[src/hdl/asrq_pkg.sv]
package asrq_pkg;

    // ******************************************************
    // oversampling and framing
    // ******************************************************
    localparam logic [6:0] BIT_LEN_16 = 7'h10;
    localparam logic [6:0] BIT_LEN_64 = 7'h40;
    // a start bit is taken one sample past its nominal centre
    localparam logic [6:0] QUAL_16 = 7'(BIT_LEN_16 / 2 + 1);
    localparam logic [6:0] QUAL_64 = 7'(BIT_LEN_64 / 2 + 1);
    // low runs shorter than this are surely rejected as noise
    localparam logic [6:0] IGN_16 = 7'h07;
    localparam logic [6:0] IGN_64 = 7'h1F;
    localparam logic [3:0] DATA_MIN = 4'h5;
    localparam logic [3:0] DATA_MAX = 4'h8;
    localparam logic [1:0] BUF_DEPTH = 2'h2;

    // status must be visible within this many main clocks
    localparam int STATUS_DELAY_MAX = 28;

    // ******************************************************
    // carriers
    // ******************************************************
    typedef struct packed {
        logic mode_64x;
        logic parity_en;
        logic parity_odd;
        logic [1:0] data_len;
    } asrq_cfg_t;

    typedef struct packed {
        logic [7:0] data;
        logic frame_err;
        logic parity_err;
    } asrq_char_t;

    typedef enum logic [6:0] {
        S_IDLE = 7'h01,
        S_START = 7'h02,
        S_DATA = 7'h04,
        S_PAR = 7'h08,
        S_STOP = 7'h10,
        S_HOLD = 7'h20,
        S_BREAK = 7'h40
    } asrq_fsm_t;

endpackage

[src/hdl/asrq_rx.sv]
// Contract
// - 16x: low under 7 clocks is ignored
// - 64x: low under 31 clocks is ignored
// - 16x: low 9 to 16 clocks starts character
// - 64x: low 33 to 64 clocks starts character
// - exact half-bit start pulses are unreliable
// - break ending before parity sets parity flag only
// - parity flag stays set until cleared
// - break ending elsewhere sets no flag, no ready
// - status updates within 28 main clocks
`timescale 1ns/10ps
`default_nettype none

module asrq_rx (
    // clock and reset
    input wire logic clk,
    input wire logic sys_rst,
    // serial line
    input wire logic serial_in,
    input wire logic rx_oversample_clock,
    // configuration
    input wire asrq_pkg::asrq_cfg_t cfg,
    // status
    input wire logic err_clr,
    output logic parity_err,
    output logic framing_err,
    output logic rx_char_ready,
    // character stream
    output asrq_pkg::asrq_char_t rx_word,
    output logic rx_valid,
    input wire logic rx_ready
);

    // ******************************************************
    // state
    // ******************************************************
    typedef struct packed {
        asrq_pkg::asrq_fsm_t fsm;
        logic osc_prev;
        logic [6:0] tick;
        logic [3:0] pos;
        logic [7:0] shift;
        logic par;
        logic ones;
        logic pbad;
        asrq_pkg::asrq_char_t pend;
        asrq_pkg::asrq_char_t buf0;
        asrq_pkg::asrq_char_t buf1;
        logic [1:0] cnt;
        logic rdy;
        logic perr;
        logic ferr;
    } asrq_state_t;

    localparam asrq_state_t ST_RESET = '{
        fsm: asrq_pkg::S_IDLE,
        default: '0
    };

    asrq_state_t st_r;
    asrq_state_t st_nxt;

    logic osc_edge;
    logic [6:0] bit_len;
    logic [6:0] qual;
    logic [3:0] nd;
    logic [3:0] brk_last;
    logic push;
    logic pop;
    logic perr_set;
    logic ferr_set;
    logic brk_end;
    logic brk_par;
    logic [1:0] cnt_tmp;

    assign osc_edge = rx_oversample_clock & ~st_r.osc_prev;
    assign bit_len = cfg.mode_64x ? asrq_pkg::BIT_LEN_64
                                  : asrq_pkg::BIT_LEN_16;
    assign qual = cfg.mode_64x ? asrq_pkg::QUAL_64 : asrq_pkg::QUAL_16;
    assign nd = asrq_pkg::DATA_MIN + {2'h0, cfg.data_len};
    // last sample index of a frame counted from the start slot
    assign brk_last = nd + {3'h0, cfg.parity_en} + 4'h1;

    // ******************************************************
    // next state
    // ******************************************************
    always_comb begin
        st_nxt = st_r;
        st_nxt.osc_prev = rx_oversample_clock;
        push = 1'b0;
        perr_set = 1'b0;
        ferr_set = 1'b0;
        brk_end = 1'b0;
        brk_par = 1'b0;
        cnt_tmp = st_r.cnt;
        case (st_r.fsm)
            asrq_pkg::S_IDLE: begin
                if (osc_edge && !serial_in) begin
                    st_nxt.tick = 7'h01;
                    st_nxt.fsm = asrq_pkg::S_START;
                end
            end
            asrq_pkg::S_START: begin
                if (osc_edge) begin
                    if (serial_in) begin
                        // high before qualification: noise, restart
                        st_nxt.tick = 7'h00;
                        st_nxt.fsm = asrq_pkg::S_IDLE;
                    end else if (st_r.tick == qual - 7'h01) begin
                        // half bit plus one; exactly half never passes
                        st_nxt.tick = 7'h00;
                        st_nxt.pos = 4'h0;
                        st_nxt.shift = 8'h00;
                        st_nxt.par = 1'b0;
                        st_nxt.ones = 1'b0;
                        st_nxt.pbad = 1'b0;
                        st_nxt.fsm = asrq_pkg::S_DATA;
                    end else begin
                        st_nxt.tick = st_r.tick + 7'h01;
                    end
                end
            end
            asrq_pkg::S_DATA: begin
                if (osc_edge) begin
                    if (st_r.tick == bit_len - 7'h01) begin
                        st_nxt.tick = 7'h00;
                        st_nxt.shift = {serial_in, st_r.shift[7:1]};
                        st_nxt.par = st_r.par ^ serial_in;
                        st_nxt.ones = st_r.ones | serial_in;
                        st_nxt.pos = st_r.pos + 4'h1;
                        if (st_r.pos + 4'h1 == nd) begin
                            st_nxt.fsm = cfg.parity_en ? asrq_pkg::S_PAR
                                                       : asrq_pkg::S_STOP;
                        end
                    end else begin
                        st_nxt.tick = st_r.tick + 7'h01;
                    end
                end
            end
            asrq_pkg::S_PAR: begin
                if (osc_edge) begin
                    if (st_r.tick == bit_len - 7'h01) begin
                        st_nxt.tick = 7'h00;
                        st_nxt.pbad = st_r.par ^ serial_in ^ cfg.parity_odd;
                        st_nxt.ones = st_r.ones | serial_in;
                        st_nxt.fsm = asrq_pkg::S_STOP;
                    end else begin
                        st_nxt.tick = st_r.tick + 7'h01;
                    end
                end
            end
            asrq_pkg::S_STOP: begin
                if (osc_edge) begin
                    if (st_r.tick == bit_len - 7'h01) begin
                        st_nxt.tick = 7'h00;
                        if (!serial_in && !st_r.ones) begin
                            // all-zero frame: a break, no character
                            st_nxt.pos = 4'h0;
                            st_nxt.fsm = asrq_pkg::S_BREAK;
                        end else begin
                            st_nxt.pend.data = st_r.shift >> (
                                asrq_pkg::DATA_MAX - nd);
                            st_nxt.pend.frame_err = ~serial_in;
                            st_nxt.pend.parity_err = st_r.pbad;
                            perr_set = st_r.pbad;
                            ferr_set = ~serial_in;
                            st_nxt.fsm = asrq_pkg::S_HOLD;
                        end
                    end else begin
                        st_nxt.tick = st_r.tick + 7'h01;
                    end
                end
            end
            asrq_pkg::S_HOLD: begin
                // the line cannot be stalled; a late drain costs frames
                if (st_r.cnt != asrq_pkg::BUF_DEPTH) begin
                    push = 1'b1;
                    st_nxt.fsm = asrq_pkg::S_IDLE;
                end
            end
            asrq_pkg::S_BREAK: begin
                if (osc_edge) begin
                    if (serial_in) begin
                        brk_end = 1'b1;
                        // rising edge after last data, before parity
                        brk_par = cfg.parity_en
                                  && (st_r.pos == nd + 4'h1);
                        perr_set = brk_par;
                        st_nxt.tick = 7'h00;
                        st_nxt.fsm = asrq_pkg::S_IDLE;
                    end else if (st_r.tick == bit_len - 7'h01) begin
                        st_nxt.tick = 7'h00;
                        st_nxt.pos = (st_r.pos == brk_last) ? 4'h0
                                     : st_r.pos + 4'h1;
                    end else begin
                        st_nxt.tick = st_r.tick + 7'h01;
                    end
                end
            end
            default: begin
                st_nxt.fsm = asrq_pkg::S_IDLE;
            end
        endcase

        // two-entry buffer, head always in buf0
        pop = st_r.rdy & rx_ready;
        if (pop) begin
            st_nxt.buf0 = st_r.buf1;
            cnt_tmp = st_r.cnt - 2'h1;
        end
        if (push) begin
            if (cnt_tmp == 2'h0) begin
                st_nxt.buf0 = st_r.pend;
            end else begin
                st_nxt.buf1 = st_r.pend;
            end
            cnt_tmp = cnt_tmp + 2'h1;
        end
        st_nxt.cnt = cnt_tmp;
        st_nxt.rdy = (cnt_tmp != 2'h0);

        // sticky flags; a set in the clearing cycle wins
        st_nxt.perr = perr_set | (st_r.perr & ~err_clr);
        st_nxt.ferr = ferr_set | (st_r.ferr & ~err_clr);
    end

    always_ff @(posedge clk) begin
        if (sys_rst) begin
            st_r <= ST_RESET;
        end else begin
            st_r <= st_nxt;
        end
    end

    assign parity_err = st_r.perr;
    assign framing_err = st_r.ferr;
    assign rx_char_ready = st_r.rdy;
    assign rx_valid = st_r.rdy;
    assign rx_word = st_r.buf0;
endmodule

`default_nettype wire

[config.mk]
export PLATFORM = sky130hd
export DESIGN_NAME = asrq_rx
export DESIGN_NICKNAME = d
export VERILOG_FILES = /design/src/hdl/asrq_pkg.sv /design/src/hdl/asrq_rx.sv
export SDC_FILE = /design/constraint.sdc
export NUM_CORES = 1
export LEC_CHECK = 0
export BUFFER_PORTS_ARGS = -buffer_cell sky130_fd_sc_hd__buf_2
export CORE_MARGIN = 2
export CORE_UTILIZATION = 45
export CTS_CLUSTER_DIAMETER = 150
export CTS_CLUSTER_SIZE = 12
export DETAILED_ROUTE_END_ITERATION = 16
export PLACE_DENSITY = 0.58
export SYNTH_ARGS = -nofsm -noshare
export SYNTH_HDL_FRONTEND = slang
export SYNTH_SLANG_ARGS = --single-unit
[constraint.sdc]
create_clock -name clk -period 2.7 [get_ports clk]
set_input_delay 0 -clock clk [delete_from_list [all_inputs] [get_ports clk]]
set_output_delay 0 -clock clk [all_outputs]
set_load 0.005 [all_outputs]
==> impl_metrics.yaml, run 1 <==
status:
  status: "finished clean"
grt:
  grt_pass1_vias: 3091
  grt_first_pass_wirelength_um: 15100
  antenna_found_initial: 0
  grt.total_usage_pct: 20.6
  grt_max_degree: 50
  overflow: 0
synth:
  synth-async-reset-ratio_pct: 0
  ys_ff_latch: 65
  syn_area_sq_mm: 0.00382
  ys_seq_area_share_pct: 34.1
  synth_cell_types: 66
  synth-edff-count: 0
  synthCells: 468
  synth_ff_type: "dfxtp_1"
  syn-mean-instance-area_sq_um: 8.16
  synth_fp_nets: 489
  yosysWarnings: 0
cts:
  cts-root-buf: "clkbuf_8"
  clkSinkCount: 65
  clk_latency_ns: 0.34
  cts_resized: 0
  clockBufferDepth: 2
  tritoncts: "yes"
  clkTransAtPathRegs_ns: 0.08
  cts_buffers: 9
  h-tree-depth: 3
timing:
  hold_viol: 0
  period_share_pct: 91.7
  final-max-slew-violation-count: 0
  finClkSkew_ns: 0.00989
  relSlewSlack_pct: 43.8
  rsz0062_at_grt: "no"
  fin_ws_ns: 0.225
  tns_ns: 0
  max_clock_freq_mhz: 404
  worst_slew_pin_slew_ns: 0.844
  setup_viol: 0
  finalCriticalPeriod_ns: 2.47
worst_setup_path:
  crit_type: "register to register"
  critPathLaunchType: "register"
  critical_path_required_ns: 2.96
  cp-end-kind: "register"
  crit_path_max_fanout: 8
  arrival_ns: 2.73
power_and_ir_drop:
  cellLeakagePower_uw: 0.00151
  ir_worst_vdd_v: 0.000279
  p_total_uw: 2540
  p_per_area_mw_per_mm2: 609
floorplanning:
  design.portCount: 25
  die_h_um: 96.1
  die_area_sq_mm: 0.00924
  placementRows: 33
  die_x_um: 96.1
  core-area_sq_mm: 0.00822
  initial_utilization_pct: 46.5
hold_path:
  hold_class: "input port to register"
routing:
  wl_per_cell_um: 15.3
  dr_total_vias: 3332
  drtAntennaViolNets: 0
  drc: 0
  finalWirelength_um: 8950
  firstDrtPassIters: 4
  drt-initial-drc-count: 164
  viasPerCell: 5.71
finish:
  design_area_sq_mm: 0.00418
  layout_common_cells: "dfxtp_1 (65), nor2_1 (44), nand3_1 (39), nand2_1 (33), a21oi_1 (33)"
  drive_above_1_share_pct: 13.8
  nets: 495
  synthToLayoutAreaGrowth_pct: 9.40
  final_common_cell: "dfxtp_1"
  diodes: 0
place:
  placedInstanceArea_sq_mm: 0.00396
  place_congestion: 0.883
  port_buffers: 24
  pre_cts_ws_ns: 0.245
  place_hpwl_um: 6280
job:
  maxCapViolCount: 0
-- state kept, by name (all words and copies together) (netlist names) --
| name | count |
|---|---|
| rx_word | 10 |
| parity_err | 1 |
| st_r | 52 |
| rx_char_ready | 1 |
| framing_err | 1 |
-- cells in the mapped netlist (3+ instances only) --
library cell | count | area [sq um]
a211oi_1 | 3 | 22.5
a21oi_1 | 33 | 165
a311oi_1 | 10 | 87.6
a31oi_1 | 3 | 18.8
and3_1 | 5 | 31.3
buf_4 | 11 | 82.6
clkbuf_1 | 29 | 109
dfxtp_1 | 65 | 1300
ha_1 | 9 | 113
inv_1 | 9 | 33.8
mux2i_1 | 13 | 130
mux4_2 | 3 | 67.6
nand2_1 | 33 | 124
nand2b_1 | 10 | 62.6
nand3_1 | 39 | 195
nand3b_1 | 4 | 30.0
nand4_1 | 7 | 43.8
nand4b_1 | 5 | 43.8
nor2_1 | 44 | 165
nor2b_1 | 7 | 43.8
nor3_1 | 11 | 55.1
nor3b_1 | 4 | 30.0
o211ai_1 | 3 | 22.5
o21ai_0 | 18 | 90.1
o21ai_1 | 6 | 30.0
o221ai_1 | 4 | 35.0
or3_1 | 9 | 56.3
or3b_2 | 3 | 26.3
or4_1 | 3 | 22.5
or4b_1 | 3 | 30.0
xnor2_1 | 9 | 78.8
xor2_1 | 7 | 61.3
-- worst paths after layout --
| path | from | slack [ns] | cells past startpoint | end |
|---|---|---|---|---|
| worst min-delay path | rx_ready | 0.07 | 3 | rx_word[4] |
| worst max-delay path | st_r[50] | 0.23 | 8 | st_r[48] |
| worst min register to register | parity_err | 0.47 | 2 | parity_err |
| worst max register to register | st_r[50] | 0.23 | 8 | st_r[48] |
-- power by group --
part / switching (uW) / internal (uW) / total (uW)
registers: 58.9 / 995 / 1050
logic: 390 / 255 / 645
clock network: 411 / 434 / 845
-- per-stage QoR --
stage	hold slack [ns]	std cells	utilization, %
after floorplan	0.128	468	-
after global placement	0.261	566	48.1
after detailed placement	0.272	566	48.1
after CTS	0.0462	584	50.8
after global routing	0.0593	584	50.8
final	0.0686	584	50.8
-- what timing repair did --
item	4_1_cts	5_1_grt
hold endpoints to repair	2	0
buffers inserted	0	0
hold buffers	2	0
-- per-layer routing --
metal  vias up  track usage [%]  share of wire, %
li1       1708                -                 -
met1      1566             28.8                50
met2        54             32.1                46
met3         4             3.21               3.2
met4         0             7.14              0.31
met5         -                0                 0
-- worst max-delay path, cell delays in order (launching register included) --
cell	delay, ns
dfxtp_1	0.34
inv_1	0.08
ha_1	0.13
or4b_1	0.42
a21oi_1	0.21
o21ai_1	0.21
nand4b_2	0.35
or4b_1	0.51
a21oi_1	0.15
-- final cells by class --
cell class | instances | area, sq um
fill | 827 | 4040
multi-input combinational | 351 | 2280
sequential | 65 | 1300
timing repair buffer | 38 | 230
tap | 105 | 131
clock buffer | 9 | 124
clock inverter | 7 | 77.6
inverter | 9 | 33.8
-- cell families after synthesis --
group	after synthesis	synth area share (%)
flip-flops	65	34.1
buffers and inverters	52	6.23
AO/OA/AOI/OAI	106	18.6
XOR/XNOR	16	3.67
adder cells (fa/ha/maj)	10	3.47
AND/OR/NAND/NOR	203	28.8
multiplexers	16	5.18
Note: power is estimated with default switching activity, not from simulation.
==> run 2: changes to the inputs <==
--- a/config.mk
+++ b/config.mk
@@ -6,11 +6,13 @@
 export NUM_CORES = 1
 export LEC_CHECK = 0
 export BUFFER_PORTS_ARGS = -buffer_cell sky130_fd_sc_hd__buf_2
+export CAP_MARGIN = 10
 export CORE_MARGIN = 2
 export CORE_UTILIZATION = 45
 export CTS_CLUSTER_DIAMETER = 150
-export CTS_CLUSTER_SIZE = 12
+export CTS_CLUSTER_SIZE = 40
 export DETAILED_ROUTE_END_ITERATION = 16
+export GPL_TIMING_DRIVEN = 0
 export PLACE_DENSITY = 0.58
 export SYNTH_ARGS = -nofsm -noshare
 export SYNTH_HDL_FRONTEND = slang
==> run 2 against run 1 <==
Against the previous run:
- clock power up 2%
- critical path depth did not move
- total power increased by 1.4%
- register-to-register slack got worse by 0.07 ns
- sequential share of layout area decreased by 1.0 points
- clock skew shrank 0.00095 ns
- core utilization is 1.8 points higher
- critical path type unchanged
- die area did not move
- critical endpoint is now st_r[35]
==> impl_metrics.yaml, run 2 (synthesized netlist as in run 1, its figures left out) <==
place:
  port_buffers: 23
  place_congestion: 0.876
  place_hpwl_um: 6940
  dpl.cell_count: 596
job:
  maxCapViolCount: 0
grt:
  grt_pass1_vias: 3196
  grt.total_usage_pct: 21.9
  antenna_found_initial: 0
  grt_max_degree: 14
  overflow: 0
  grt_first_pass_wirelength_um: 15800
worst_setup_path:
  crit_type: "register to register"
  r2r-end: "st_r[35]"
  ff2ff_path_depth: 8
  rrSetupSlack_ns: 0.15
  crit_path_max_fanout: 10
  cp-end-kind: "register"
  critPathLaunchType: "register"
  critical_path_required_ns: 2.92
  arrival_ns: 2.77
  r2r-start: "st_r[64]"
power_and_ir_drop:
  p_total_uw: 2580
  p_per_area_mw_per_mm2: 597
  ir_worst_vdd_v: 0.000226
  cellLeakagePower_uw: 0.00156
finish:
  nets: 525
  drive_above_1_share_pct: 13.9
  final_common_cell: "dfxtp_1"
  fill_cells: 826
  diodes: 0
  synthToLayoutAreaGrowth_pct: 13.2
  layout.cells.non_filler: 614
  layout_common_cells: "dfxtp_1 (65), nor2_1 (43), nand3_1 (39), nand2_1 (33), a21oi_1 (32)"
  largest_register: "st_r"
  largest_register_ff_count: 52
  fin_util_pct: 52.6
cts:
  h-tree-depth: 3
  clk_latency_ns: 0.35
  cts-root-buf: "clkbuf_8"
  tritoncts: "yes"
  clockBufferDepth: 2
  clkSinkCount: 65
  cts_buffers: 9
  clkTransAtPathRegs_ns: 0.08
  post_cts_buffers: 0
floorplanning:
  core-area_sq_mm: 0.00822
  initial_utilization_pct: 46.5
  die_h_um: 96.1
  die_area_sq_mm: 0.00924
  design.portCount: 25
  placementRows: 33
  die_x_um: 96.1
timing:
  period_share_pct: 94.3
  relSlewSlack_pct: 44.7
  worst_slew_pin_slew_ns: 0.830
  max_clock_freq_mhz: 393
  finalCriticalPeriod_ns: 2.55
  final-max-slew-violation-count: 0
  rsz0062_at_grt: "no"
  tns_ns: 0
  finClkSkew_ns: 0.00894
  setup_viol: 0
  hold_viol: 0
  hold_ws_ns: 0.0820
hold_path:
  hold_depth: 4
  hold_end: "st_r[62]"
  worstHoldStart: "cfg[3]"
  hold_class: "input port to register"
routing:
  firstDrtPassIters: 5
  wl_per_cell_um: 15.4
  finalWirelength_um: 9430
  drtAntennaViolNets: 0
  viasPerCell: 5.73
  drt-initial-drc-count: 194
  dr_total_vias: 3521
  drc: 0
status:
  status: "finished clean"
-- run 2: timing repair --
| action | in CTS | in global routing |
|---|---|---|
| hold buffers | 2 | 0 |
| endpoints found under the hold margin | 2 | 0 |
| endpoints found under the setup margin | 0 | 20 |
| gates resized for setup | 0 | 13 |
-- run 2: worst max-delay path, stage by stage, from the launching register on --
cell	delay, ns
dfxtp_1	0.32
clkbuf_1	0.23
or4_1	0.53
or2_1	0.32
o21ai_1	0.43
clkbuf_2	0.31
nor3b_1	0.09
mux2i_1	0.15
nor2_1	0.05
-- run 2: how the worst max path moves through the flow --
stage,startpoint,endpoint,cells after the start
6_report,st_r[64],st_r[35],8
3_5_place_dp,st_r[50],st_r[37],7
5_1_grt,st_r[64],st_r[35],8
4_1_cts,st_r[54],st_r[37],6
2_1_floorplan,st_r[50],st_r[48],8
3_3_place_gp,st_r[54],st_r[37],6
-- run 2: report_power, final --
| part | internal [uW] | switching (uW) | leakage (uW) |
|---|---|---|---|
| combinational | 245 | 439 | 0.000939 |
| clock | 436 | 428 | 0.000101 |
| sequential | 995 | 37.1 | 0.000524 |
| total | 1680 | 904 | 0.00156 |
-- run 2: area by class of cell --
type | count | area (sq um) | area share [%]
plain buffers | 43 | 209 | 4.83
clock buffers | 9 | 124 | 2.87
clock inverters | 7 | 80.1 | 1.85
inverters | 9 | 33.8 | 0.781
multi-input cells | 351 | 2310 | 53.4
flip-flops and latches | 65 | 1300 | 30.1
well taps | 105 | 131 | 3.04
repair buffers | 25 | 135 | 3.13
-- run 2: per-stage QoR --
step	cell area, sq um	setup slack, ns
global placement	4070	0.0873
finish	4320	0.155
CTS	4290	0.00683
floorplan	3820	0.466
global route	4320	0.0106
detailed placement	4070	0.0235
-- run 2: per-layer routing --
layer	up-vias	global-route usage, %	share of wire [%]
met5	-	0	0
met3	11	4.46	4.5
li1	1781	-	-
met2	80	34.3	45
met1	1649	30.3	49
met4	0	6.55	1.4
